<file path="src/inc/uep_pkg.sv">
package uep_pkg;
  // ----------------------------------------
  // geometry
  // ----------------------------------------
  localparam int ADDR_W = 11;
  localparam int DATA_W = 8;
  localparam logic [7:0] ERASED_BYTE = 8'hFF;
  // ----------------------------------------
  // timing
  // ----------------------------------------
  localparam int CLK_NS = 40;
  localparam int PULSE_NOM_US = 50000;
  localparam int PULSE_MIN_US = 45000;
  localparam int PULSE_MAX_US = 55000;
  localparam int SETUP_US = 2;
  localparam int HOLD_US = 2;
  localparam int ACCESS_NS = 450;
  localparam int PULSE_CYC = (PULSE_NOM_US * 1000) / CLK_NS;
  localparam int SETUP_CYC = (SETUP_US * 1000 + CLK_NS - 1) / CLK_NS;
  localparam int HOLD_CYC = (HOLD_US * 1000 + CLK_NS - 1) / CLK_NS;
  localparam int ACCESS_CYC = (ACCESS_NS + CLK_NS - 1) / CLK_NS;
  // ----------------------------------------
  // commands
  // ----------------------------------------
  localparam logic [1:0] CMD_READ = 2'h0;
  localparam logic [1:0] CMD_PROGRAM = 2'h1;
  localparam logic [1:0] CMD_VERIFY = 2'h2;
  localparam logic [1:0] CMD_POWERDOWN = 2'h3;
  typedef enum logic [2:0] {
    UEP_IDLE, UEP_SETUP, UEP_PULSE, UEP_HOLD, UEP_ACCESS, UEP_PDOWN
  } uep_state_e;
endpackage

</file>
<file path="src/logic/uep_host.sv">
`timescale 1ns/1ps
// Operation
// - read: chip select low, strobe low, supply 5 V; device drives byte
// - programming: supply 25 V, chip select high, host drives data
// - one strobe high pulse per location, 45 to 55 ms, nominal 50
// - locations may be programmed in any order
// - 25 V, strobe low, chip select high: inhibited, pins float
// - verify: strobe and chip select low, device outputs stored byte
// - verify allowed any time, also right after a program pulse
// - parallel devices: per-device select and strobe choose who programs
module uep_host #(
  parameter int PULSE_CYCLES = uep_pkg::PULSE_CYC
) (
  // clock and reset
  input wire logic i_core_clk,
  input wire logic i_rst_b,
  // command port
  input wire logic i_cmd_valid,
  input wire logic [1:0] i_cmd,
  input wire logic [uep_pkg::ADDR_W-1:0] i_cmd_addr,
  input wire logic [uep_pkg::DATA_W-1:0] i_cmd_data,
  output logic o_cmd_ready,
  output logic o_rsp_valid,
  output logic [uep_pkg::DATA_W-1:0] o_rsp_data,
  output logic o_rsp_match,
  output logic o_rsp_bad_request,
  // device pins
  output logic [uep_pkg::ADDR_W-1:0] o_addr,
  output logic o_chip_select_b,
  output logic o_powerdown_program_strobe,
  output logic o_vpp_high,
  output logic [uep_pkg::DATA_W-1:0] o_data,
  output logic o_data_oe,
  input wire logic [uep_pkg::DATA_W-1:0] i_data
);
  typedef struct packed {
    uep_pkg::uep_state_e state;
    logic [31:0] cnt;
    logic [1:0] cmd;
    logic [uep_pkg::ADDR_W-1:0] addr;
    logic [uep_pkg::DATA_W-1:0] wdata;
    logic cs_b;
    logic strobe;
    logic vpp;
    logic oe;
    logic rsp_valid;
    logic [uep_pkg::DATA_W-1:0] rsp_data;
    logic rsp_match;
    logic rsp_bad;
    logic [uep_pkg::DATA_W-1:0] sync1;
    logic [uep_pkg::DATA_W-1:0] sync2;
  } uep_host_s;

  uep_host_s r;
  uep_host_s next_r;
  logic [31:0] pulse_last;

  assign pulse_last = PULSE_CYCLES - 1;

  // ----------------------------------------
  // next-state logic
  // ----------------------------------------
  always_comb begin
    next_r = r;
    next_r.rsp_valid = 1'b0;
    next_r.sync1 = i_data;
    next_r.sync2 = r.sync1;
    case (r.state)
      uep_pkg::UEP_IDLE, uep_pkg::UEP_PDOWN: begin
        if (i_cmd_valid) begin
          next_r.cmd = i_cmd;
          next_r.addr = i_cmd_addr; // any address order
          next_r.wdata = i_cmd_data;
          next_r.cnt = 32'h0000_0000;
          case (i_cmd)
            uep_pkg::CMD_PROGRAM: begin
              if (r.vpp && !r.cs_b) begin
                // leaving verify at 25 V: deselect first; the lines below set oe again in the same cycle
                next_r.cs_b = 1'b1;
                next_r.oe = 1'b0;
              end
              // supply up, select high, strobe low: inhibited until pulse
              next_r.vpp = 1'b1;
              next_r.cs_b = 1'b1;
              next_r.strobe = 1'b0;
              next_r.oe = 1'b1;
              next_r.state = uep_pkg::UEP_SETUP;
            end
            uep_pkg::CMD_POWERDOWN: begin
              // strobe high, supply low, pins released
              next_r.vpp = 1'b0;
              next_r.strobe = 1'b1;
              next_r.cs_b = 1'b1;
              next_r.oe = 1'b0;
              next_r.state = uep_pkg::UEP_PDOWN;
            end
            default: begin
              // read at 5 V, verify keeps supply as it is
              if (i_cmd == uep_pkg::CMD_READ) begin
                next_r.vpp = 1'b0;
              end
              next_r.strobe = 1'b0;
              next_r.cs_b = 1'b0;
              next_r.oe = 1'b0;
              next_r.state = uep_pkg::UEP_ACCESS;
            end
          endcase
        end
      end
      uep_pkg::UEP_SETUP: begin
        next_r.cnt = r.cnt + 32'h0000_0001;
        if (r.cnt == uep_pkg::SETUP_CYC - 1) begin
          next_r.cnt = 32'h0000_0000;
          next_r.strobe = 1'b1; // program pulse starts
          next_r.state = uep_pkg::UEP_PULSE;
        end
      end
      uep_pkg::UEP_PULSE: begin
        next_r.cnt = r.cnt + 32'h0000_0001;
        if (r.cnt == pulse_last) begin
          next_r.cnt = 32'h0000_0000;
          next_r.strobe = 1'b0; // single pulse per location
          next_r.state = uep_pkg::UEP_HOLD;
        end
      end
      uep_pkg::UEP_HOLD: begin
        next_r.cnt = r.cnt + 32'h0000_0001;
        if (r.cnt == uep_pkg::HOLD_CYC - 1) begin
          next_r.oe = 1'b0; // back to inhibit, data released
          next_r.rsp_valid = 1'b1;
          next_r.rsp_data = r.wdata;
          next_r.rsp_match = 1'b1;
          next_r.rsp_bad = 1'b0;
          next_r.state = uep_pkg::UEP_IDLE;
        end
      end
      uep_pkg::UEP_ACCESS: begin
        next_r.cnt = r.cnt + 32'h0000_0001;
        // wait access time plus two synchroniser stages
        if (r.cnt == uep_pkg::ACCESS_CYC + 1) begin
          next_r.rsp_valid = 1'b1;
          next_r.rsp_data = r.sync2;
          next_r.rsp_match = (r.sync2 == r.wdata);
          // a 0 where a 1 is wanted needs an erase, another pulse cannot help
          next_r.rsp_bad = (r.cmd == uep_pkg::CMD_VERIFY) && ((~r.sync2 & r.wdata) != 8'h00);
          next_r.cs_b = 1'b1; // deselect so bus is free
          next_r.state = uep_pkg::UEP_IDLE;
        end
      end
      default: begin
        next_r.state = uep_pkg::UEP_IDLE;
      end
    endcase
  end

  // ----------------------------------------
  // state register
  // ----------------------------------------
  always_ff @(posedge i_core_clk or negedge i_rst_b) begin
    if (!i_rst_b) begin
      r <= '0;
      r.state <= uep_pkg::UEP_IDLE;
      r.cs_b <= 1'b1;
      r.wdata <= uep_pkg::ERASED_BYTE;
    end else begin
      r <= next_r;
    end
  end

  // ----------------------------------------
  // outputs
  // ----------------------------------------
  assign o_cmd_ready = (r.state == uep_pkg::UEP_IDLE) || (r.state == uep_pkg::UEP_PDOWN);
  assign o_rsp_valid = r.rsp_valid;
  assign o_rsp_data = r.rsp_data;
  assign o_rsp_match = r.rsp_match;
  assign o_rsp_bad_request = r.rsp_bad;
  assign o_addr = r.addr;
  assign o_chip_select_b = r.cs_b; // per-device select decides programming
  assign o_powerdown_program_strobe = r.strobe;
  assign o_vpp_high = r.vpp;
  assign o_data = r.wdata;
  assign o_data_oe = r.oe;

  // ----------------------------------------
  // checks
  // ----------------------------------------
  AST_PULSE_LEN: assert property (@(posedge i_core_clk) disable iff (!i_rst_b)
    $rose(r.strobe) && r.vpp |-> r.strobe [*8])
    else $error("program pulse ended early");
  AST_PROG_PINS: assert property (@(posedge i_core_clk) disable iff (!i_rst_b)
    r.strobe && r.vpp |-> r.cs_b && r.oe)
    else $error("program pulse without select high and data driven");
  AST_READ_PINS: assert property (@(posedge i_core_clk) disable iff (!i_rst_b)
    r.state == uep_pkg::UEP_ACCESS |-> !r.cs_b && !r.strobe && !r.oe)
    else $error("access without select and strobe low");
  AST_NO_CONTEND: assert property (@(posedge i_core_clk) disable iff (!i_rst_b)
    !r.cs_b |-> !r.oe)
    else $error("host drives data while device selected");
  AST_PDOWN: assert property (@(posedge i_core_clk) disable iff (!i_rst_b)
    r.state == uep_pkg::UEP_PDOWN |-> r.strobe && !r.vpp && !r.oe)
    else $error("power down pins wrong");
  AST_INHIBIT: assert property (@(posedge i_core_clk) disable iff (!i_rst_b)
    r.state == uep_pkg::UEP_SETUP |-> !r.strobe && r.cs_b && r.vpp)
    else $error("setup not in inhibit state");
  AST_ACC_DONE: assert property (@(posedge i_core_clk) disable iff (!i_rst_b)
    $rose(r.state == uep_pkg::UEP_ACCESS) |-> ##[13:14] r.rsp_valid)
    else $error("access answer late");
  AST_RELEASE: assert property (@(posedge i_core_clk) disable iff (!i_rst_b)
    r.rsp_valid && r.state == uep_pkg::UEP_IDLE |-> r.cs_b)
    else $error("device still selected after answer");
  AST_READ_5V: assert property (@(posedge i_core_clk) disable iff (!i_rst_b)
    r.state == uep_pkg::UEP_ACCESS && r.cmd == uep_pkg::CMD_READ |-> !r.vpp)
    else $error("read with programming supply raised");
  AST_BAD_VERIFY: assert property (@(posedge i_core_clk) disable iff (!i_rst_b)
    r.rsp_valid && r.rsp_bad |-> r.cmd == uep_pkg::CMD_VERIFY)
    else $error("unfixable flag outside verify");
endmodule

</file>
<file path="config.mk">
export PLATFORM = sky130hd
export DESIGN_NAME = uep_host
export DESIGN_NICKNAME = d
export VERILOG_FILES = /design/src/inc/uep_pkg.sv /design/src/logic/uep_host.sv
export SDC_FILE = /design/constraint.sdc
export NUM_CORES = 1
export LEC_CHECK = 0
export BUFFER_PORTS_ARGS = -buffer_cell sky130_fd_sc_hd__buf_2
export CELL_PAD_IN_SITES_DETAIL_PLACEMENT = 2
export CELL_PAD_IN_SITES_GLOBAL_PLACEMENT = 2
export CORE_MARGIN = 2
export CORE_UTILIZATION = 36
export DETAILED_ROUTE_END_ITERATION = 12
export PLACE_DENSITY_LB_ADDON = 0.1
export SKIP_CTS_REPAIR_TIMING = 1
export SLEW_MARGIN = 20
export SYNTH_ARGS = -nofsm -noshare
export SYNTH_HDL_FRONTEND = slang
export SYNTH_SLANG_ARGS = --single-unit
</file>
<file path="constraint.sdc">
create_clock -name i_core_clk -period 2.8 [get_ports i_core_clk]
set_input_delay 0.56 -clock i_core_clk [delete_from_list [all_inputs] [get_ports i_core_clk]]
set_output_delay 0.56 -clock i_core_clk [all_outputs]
set_load 0.02 [all_outputs]
</file>
Yosys cells after proc, flatten, opt, wreduce, memory -nomap -nowiden
Cells that the tools add are included.
{ "classes": {"n_addsub": 1, "eq_ne": 17, "n_mux": 19, "n_bitwise": 2, "n_reduce_logical": 21} }
{ "op_table": {"columns": ["cell", "n"], "rows": [
  ["case mux 32 bit (4 select lines)", 1],
  ["2-to-1 mux 35 bit", 2],
  ["2-to-1 mux 60 bit", 1],
  ["adder 32 x 1 -> 32 bit, second input constant", 1],
  ["== test 32 x 21 -> 1 bit, second input constant", 1],
  ["== test 32 x 4 -> 1 bit, second input constant", 1],
  ["== test 32 x 6 -> 1 bit, second input constant", 1],
  ["case mux 11 bit (2 select lines)", 1],
  ["case mux 3 bit (5 select lines)", 1],
  ["2-to-1 mux 12 bit", 1],
  ["AND reduction 3 bit", 4],
  ["2-to-1 mux 11 bit", 1],
  ["!= test 2 bit, second input constant", 5],
  ["bitwise AND 8 bit", 1],
  ["== test 8 bit", 1],
  ["NOT 8 bit", 1],
  ["case mux 4 bit (2 select lines)", 1],
  ["nonzero test 8 bit", 1],
  ["== test 3 x 2 -> 1 bit, second input constant", 2],
  ["== test 3 bit, second input constant", 2],
  ["2-to-1 mux 3 bit", 2],
  ["case mux 3 bit (2 select lines)", 1],
  ["nonzero test 2 bit", 3],
  ["nonzero test 3 bit", 2],
  ["15 further kinds", 22]
]} }
{ "totals": {"ff_bits": 87, "inputBits": 32, "out_inout_bits": 35, "elab_cells": 75} }

Longest topological paths before layout
{ "logic_depth": {"ltp_word": 6, "mapped_depth": 8, "mapped_depth_nobuf": 7} }

Least setup slack after synthesis
OpenSTA, ideal clock, no wires.
{ "synth_timing": {"kind": "input to register", "start": "input i_cmd_valid", "end": "register r[76] (netlist name)", "setup_time_ns": 0.077, "arrival_ns": 2.004, "setup_slack_ns": 0.719, "path_stages": 7, "n_path_buf": 2, "path_cell_list": "buf_2 nor2b_1 nor3_2 nor2_1 buf_2 or4_1 a21oi_1"} }
{ "synth_via": {"elab_chain_len": 2} }
{ "synth_rtl": {"columns": ["item", "line", "rtl"], "rows": [
  ["start, declared", "uep_host.sv:18", "input wire logic i_cmd_valid,"],
  ["!= test 2 bit (no line)", null, null],
  ["AND reduction 2 bit (no line)", null, null],
  ["end signal, assigned", "uep_host.sv:166", "r <= next_r;"],
  ["end, declared", "uep_host.sv:54", "uep_host_s r;"]
]} }
No other way between the ends.
A chain may end at the register's enable or synchronous reset.

Worst setup path after layout
{ "layout_timing": {"start": "register r[52] (netlist name)", "end": "register r[73] (netlist name)"} }
{ "layout_via": {"elab_chain_len": 3} }
{ "layout_rtl": {"columns": ["item", "line", "rtl"], "rows": [
  ["adder 32 x 1 -> 32 bit (tied with other cells)", null, null],
  ["2-to-1 mux 35 bit, on equally long branches", "uep_host.sv:120, uep_host.sv:112", null],
  ["case mux 32 bit (4 select lines) *", "uep_host.sv:68", "case (r.state)"]
]} }
Mark *: on every way between the ends. The rest lies on a longest branch, timed or not. The select of a mux whose other input is x is not followed.

==> summary.txt <==
Placed design
  • Post-detail-place hpwl: between 9000 and 10000 um
  • PortBufs: 66
  • Placed insts: 670
  • RePlAce Congestion: 0.807

Worst hold path
  • HP Class: input port to async pin

Worst setup path
  • R2R Setup Slk: between 0.2 and 0.3 ns
  • CP Class: flip-flop to flip-flop
  • Reg2reg start: r[52]
  • Worst EP required: a little over 3 ns
  • Critical path peak fanout: 13
  • FF-to-FF path depth: 7
  • Worst EP arrival: 2.75 ns
  • Reg-to-reg endpoint: r[73]
  • CP max stage cell: nor3_4
  • Startpoint Class: flip-flop
  • Worst Setup EP: r[73]
  • CP Launch Point: r[52]
  • Largest stage delay, worst path: 0.54 ns
  • Nature of the critical path endpoint: flip-flop
  • Worst-path cell chain: ha_1 > nand3b_1 > nor4_1 > o21ai_1 > nor3_4 > buf_4 > a21oi_1

Drt
  • Drt first pass iters: 4
  • Final ANT Viol Nets: 0
  • Wire per inst: 19.2 um
  • Final wirelength: 13100 um
  • Vias: roughly 3700
  • Mean number of vias per cell: 5.33
  • DRC errors left: 0
  • Iter 0 DRT Violations: 94

Synthesis
  • Syn_nets: 510
  • Sequential-to-total area share from yosys stat: approximately half
  • Mapped Area: between 4000 and 5000 um2
  • Mapped Avg Cell Area: approximately 9.6 um2
  • Synth area leaders: dfrtp_1 (43%), nand2_1 (7.2%), dfstp_2 (5.2%)
  • Top_reg_cell synth: dfrtp_1
  • #FFs+latches synth: 87
  • Most common cell in the netlist: nand2_1
  • Synth Instances: 468
  • Synth cell count leaders: nand2_1 (86), dfrtp_1 (78), o21ai_0 (29), buf_4 (28), inv_1 (26)
  • Yosys warnings: 0
  • Number of enable flip-flop cells after synthesis: 0
  • Count of different cell masters after synthesis: 60
  • Area share of the largest cell type after synthesis: 43.3%
  • Cell type with the highest aggregate area in the netlist: dfrtp_1
  • Post-synthesis async set-or-reset flop share: between 90% and 100%

CTS
  • Clock Latency Late Sink: 0.36 ns
  • # H-tree levels: 3
  • Clk pin slew, worst setup/hold paths: ~0.070 ns
  • CTS tree: yes
  • Number of clock sinks: 87
  • Clk buf depth: 2
  • Root Driver: clkbuf_16
  • CTS Buf Count: 9

Final layout
  • Final net count: 555
  • Antenna Cells: 0
  • Final std cells w/o fill: 686
  • Synth-to-Final Area Change: 14.9%
  • Fillcell total: 1366
  • Layout cell share with drive strength beyond 1: 24.5%

Die
  • IO Pins: between 60 and 70
  • Die X: 116 um
  • Core box area: about 12000 um2
  • Die Area: 13400 um2
  • Chip height: around 120 um
  • Starting density of the core: 37.2%
  • Row cnt: 40

STA
  • Aggregate negative setup slack: 0 ns
  • Fin crit share: 90.1%
  • Maximum clock rate: 396 MHz
  • Post-route minimum period: roughly 2.5 ns
  • Relative slew slack: 35.7%
  • Fin. Hold Viols: 0
  • Final setup viols: 0
  • RSZ-0062 raised after global routing: no
  • Setup Skew: slightly above 0.01 ns
  • Final Slew Violations: 0
  • Worst Tran Pin Value: 0.960 ns

Global route
  • Initial antenna violation count: 0
  • First-pass GRT wire length: 21400 um
  • Gr usage total: 21.1%
  • Vias in the first global route: 4092
  • Largest net degree at the start of global routing: between 50 and 60
  • GRT overflow: 0

Pwr
  • Leak: around 2.3 nW
  • Peak supply drop: 408 uV
  • Power Density: 881 nW/um2

Run
  • MaxCap Viol Count: 0

Outcome
  • Outcome: finished, final reports clean
## routing by layer
layer | global-route usage [%] | up-vias | wire [um]
met4 | 6.27 | 0 | 178
met1 | 24.0 | 1887 | 5460
met3 | 4.97 | 14 | 416
li1 | - | 1710 | -
met2 | 39.2 | 48 | 7090
met5 | 0 | - | 0
## how the worst min path moves through the flow
stage               startpoint  slack (ns)         to  cells past startpoint
global route           i_rst_b        0.19  o_addr[0]                      1
finish                 i_rst_b        0.16  o_addr[0]                      1
floorplan              i_rst_b        0.26  next_r[0]                      0
detailed placement   next_r[6]        0.34       r[6]                      0
CTS                    i_rst_b        0.18  o_addr[0]                      1
global placement     next_r[2]        0.33       r[2]                      0
## flip-flops by register name, summed over array words and instances (netlist names)
name	cells
next_r	8
o_powerdown_program_strobe	1
o_chip_select_b	1
o_rsp_bad_request	1
o_rsp_valid	1
o_addr	11
o_data	8
o_vpp_high	1
r	45
o_rsp_match	1
o_data_oe	1
o_rsp_data	8
## worst max-delay path: cells and delay by family, from the launching register on
family | cells | cell delay, ns
AND/OR/NAND/NOR | 3 | 1.04
flip-flops | 1 | 0.44
AO/OA/AOI/OAI | 2 | 0.37
buffers and inverters | 1 | 0.29
adder cells (fa/ha/maj) | 1 | 0.24
## report_power, final
group          internal, W  switching, W  total (W)
clock             0.000729      0.000561    0.00129
sequential         0.00153      0.000207    0.00173
combinational     0.000515       0.00102    0.00154
## layout make-up
type | count | area (um2) | area share [%]
Clock buffer | 10 | 239 | 4.61
Timing Repair Buffer | 80 | 450 | 8.70
Clock inverter | 6 | 73.8 | 1.43
Sequential cell | 87 | 2190 | 42.2
Multi-Input combinational cell | 309 | 1920 | 37.1
Tap cell | 168 | 210 | 4.06
Inverter | 26 | 97.6 | 1.88
## per-stage QoR
stage / setup WS [ns] / total power, W / hold WS (ns) / area [um2] / util (%)
6_report: 0.277 / 0.00456 / 0.157 / 5180 / 42.8
5_1_grt: 0.0980 / 0.00485 / 0.190 / 5180 / 42.8
3_3_place_gp: 0.434 / 0.00325 / 0.333 / 4870 / 40.2
4_1_cts: 0.250 / 0.00464 / 0.176 / 5180 / 42.8
3_5_place_dp: 0.266 / 0.00333 / 0.338 / 4870 / 40.2
2_1_floorplan: 0.719 / 0.00288 / 0.264 / 4510 / -
## cell families after synthesis
family	Yosys count	synth area share, %
buffers and inverters	72	8.85
XOR/XNOR	6	1.17
AND/OR/NAND/NOR	191	24.3
AO/OA/AOI/OAI	97	13.2
multiplexers	4	0.971
adder cells (fa/ha/maj)	11	3.00
flip-flops	87	48.5
## layout by cell type (no fill, tap or decap), drive strengths merged, types with 3 or more instances in the layout
master	count
a31oi	3
or2	4
inv	29
or4	7
nor3	8
ha	10
buf	80
nand3	13
o22ai	8
clkbuf	10
dfstp	9
dfrtp	78
nand4b	3
o211ai	3
o21ai	38
a21oi	18
a22oi	8
or3	12
and2	3
xor2	4
nand2	87
o31ai	8
nor2	18
nand2b	3
nand4	10
nor4	13
mux2	3
Note: power is estimated with default switching activity, not from simulation.
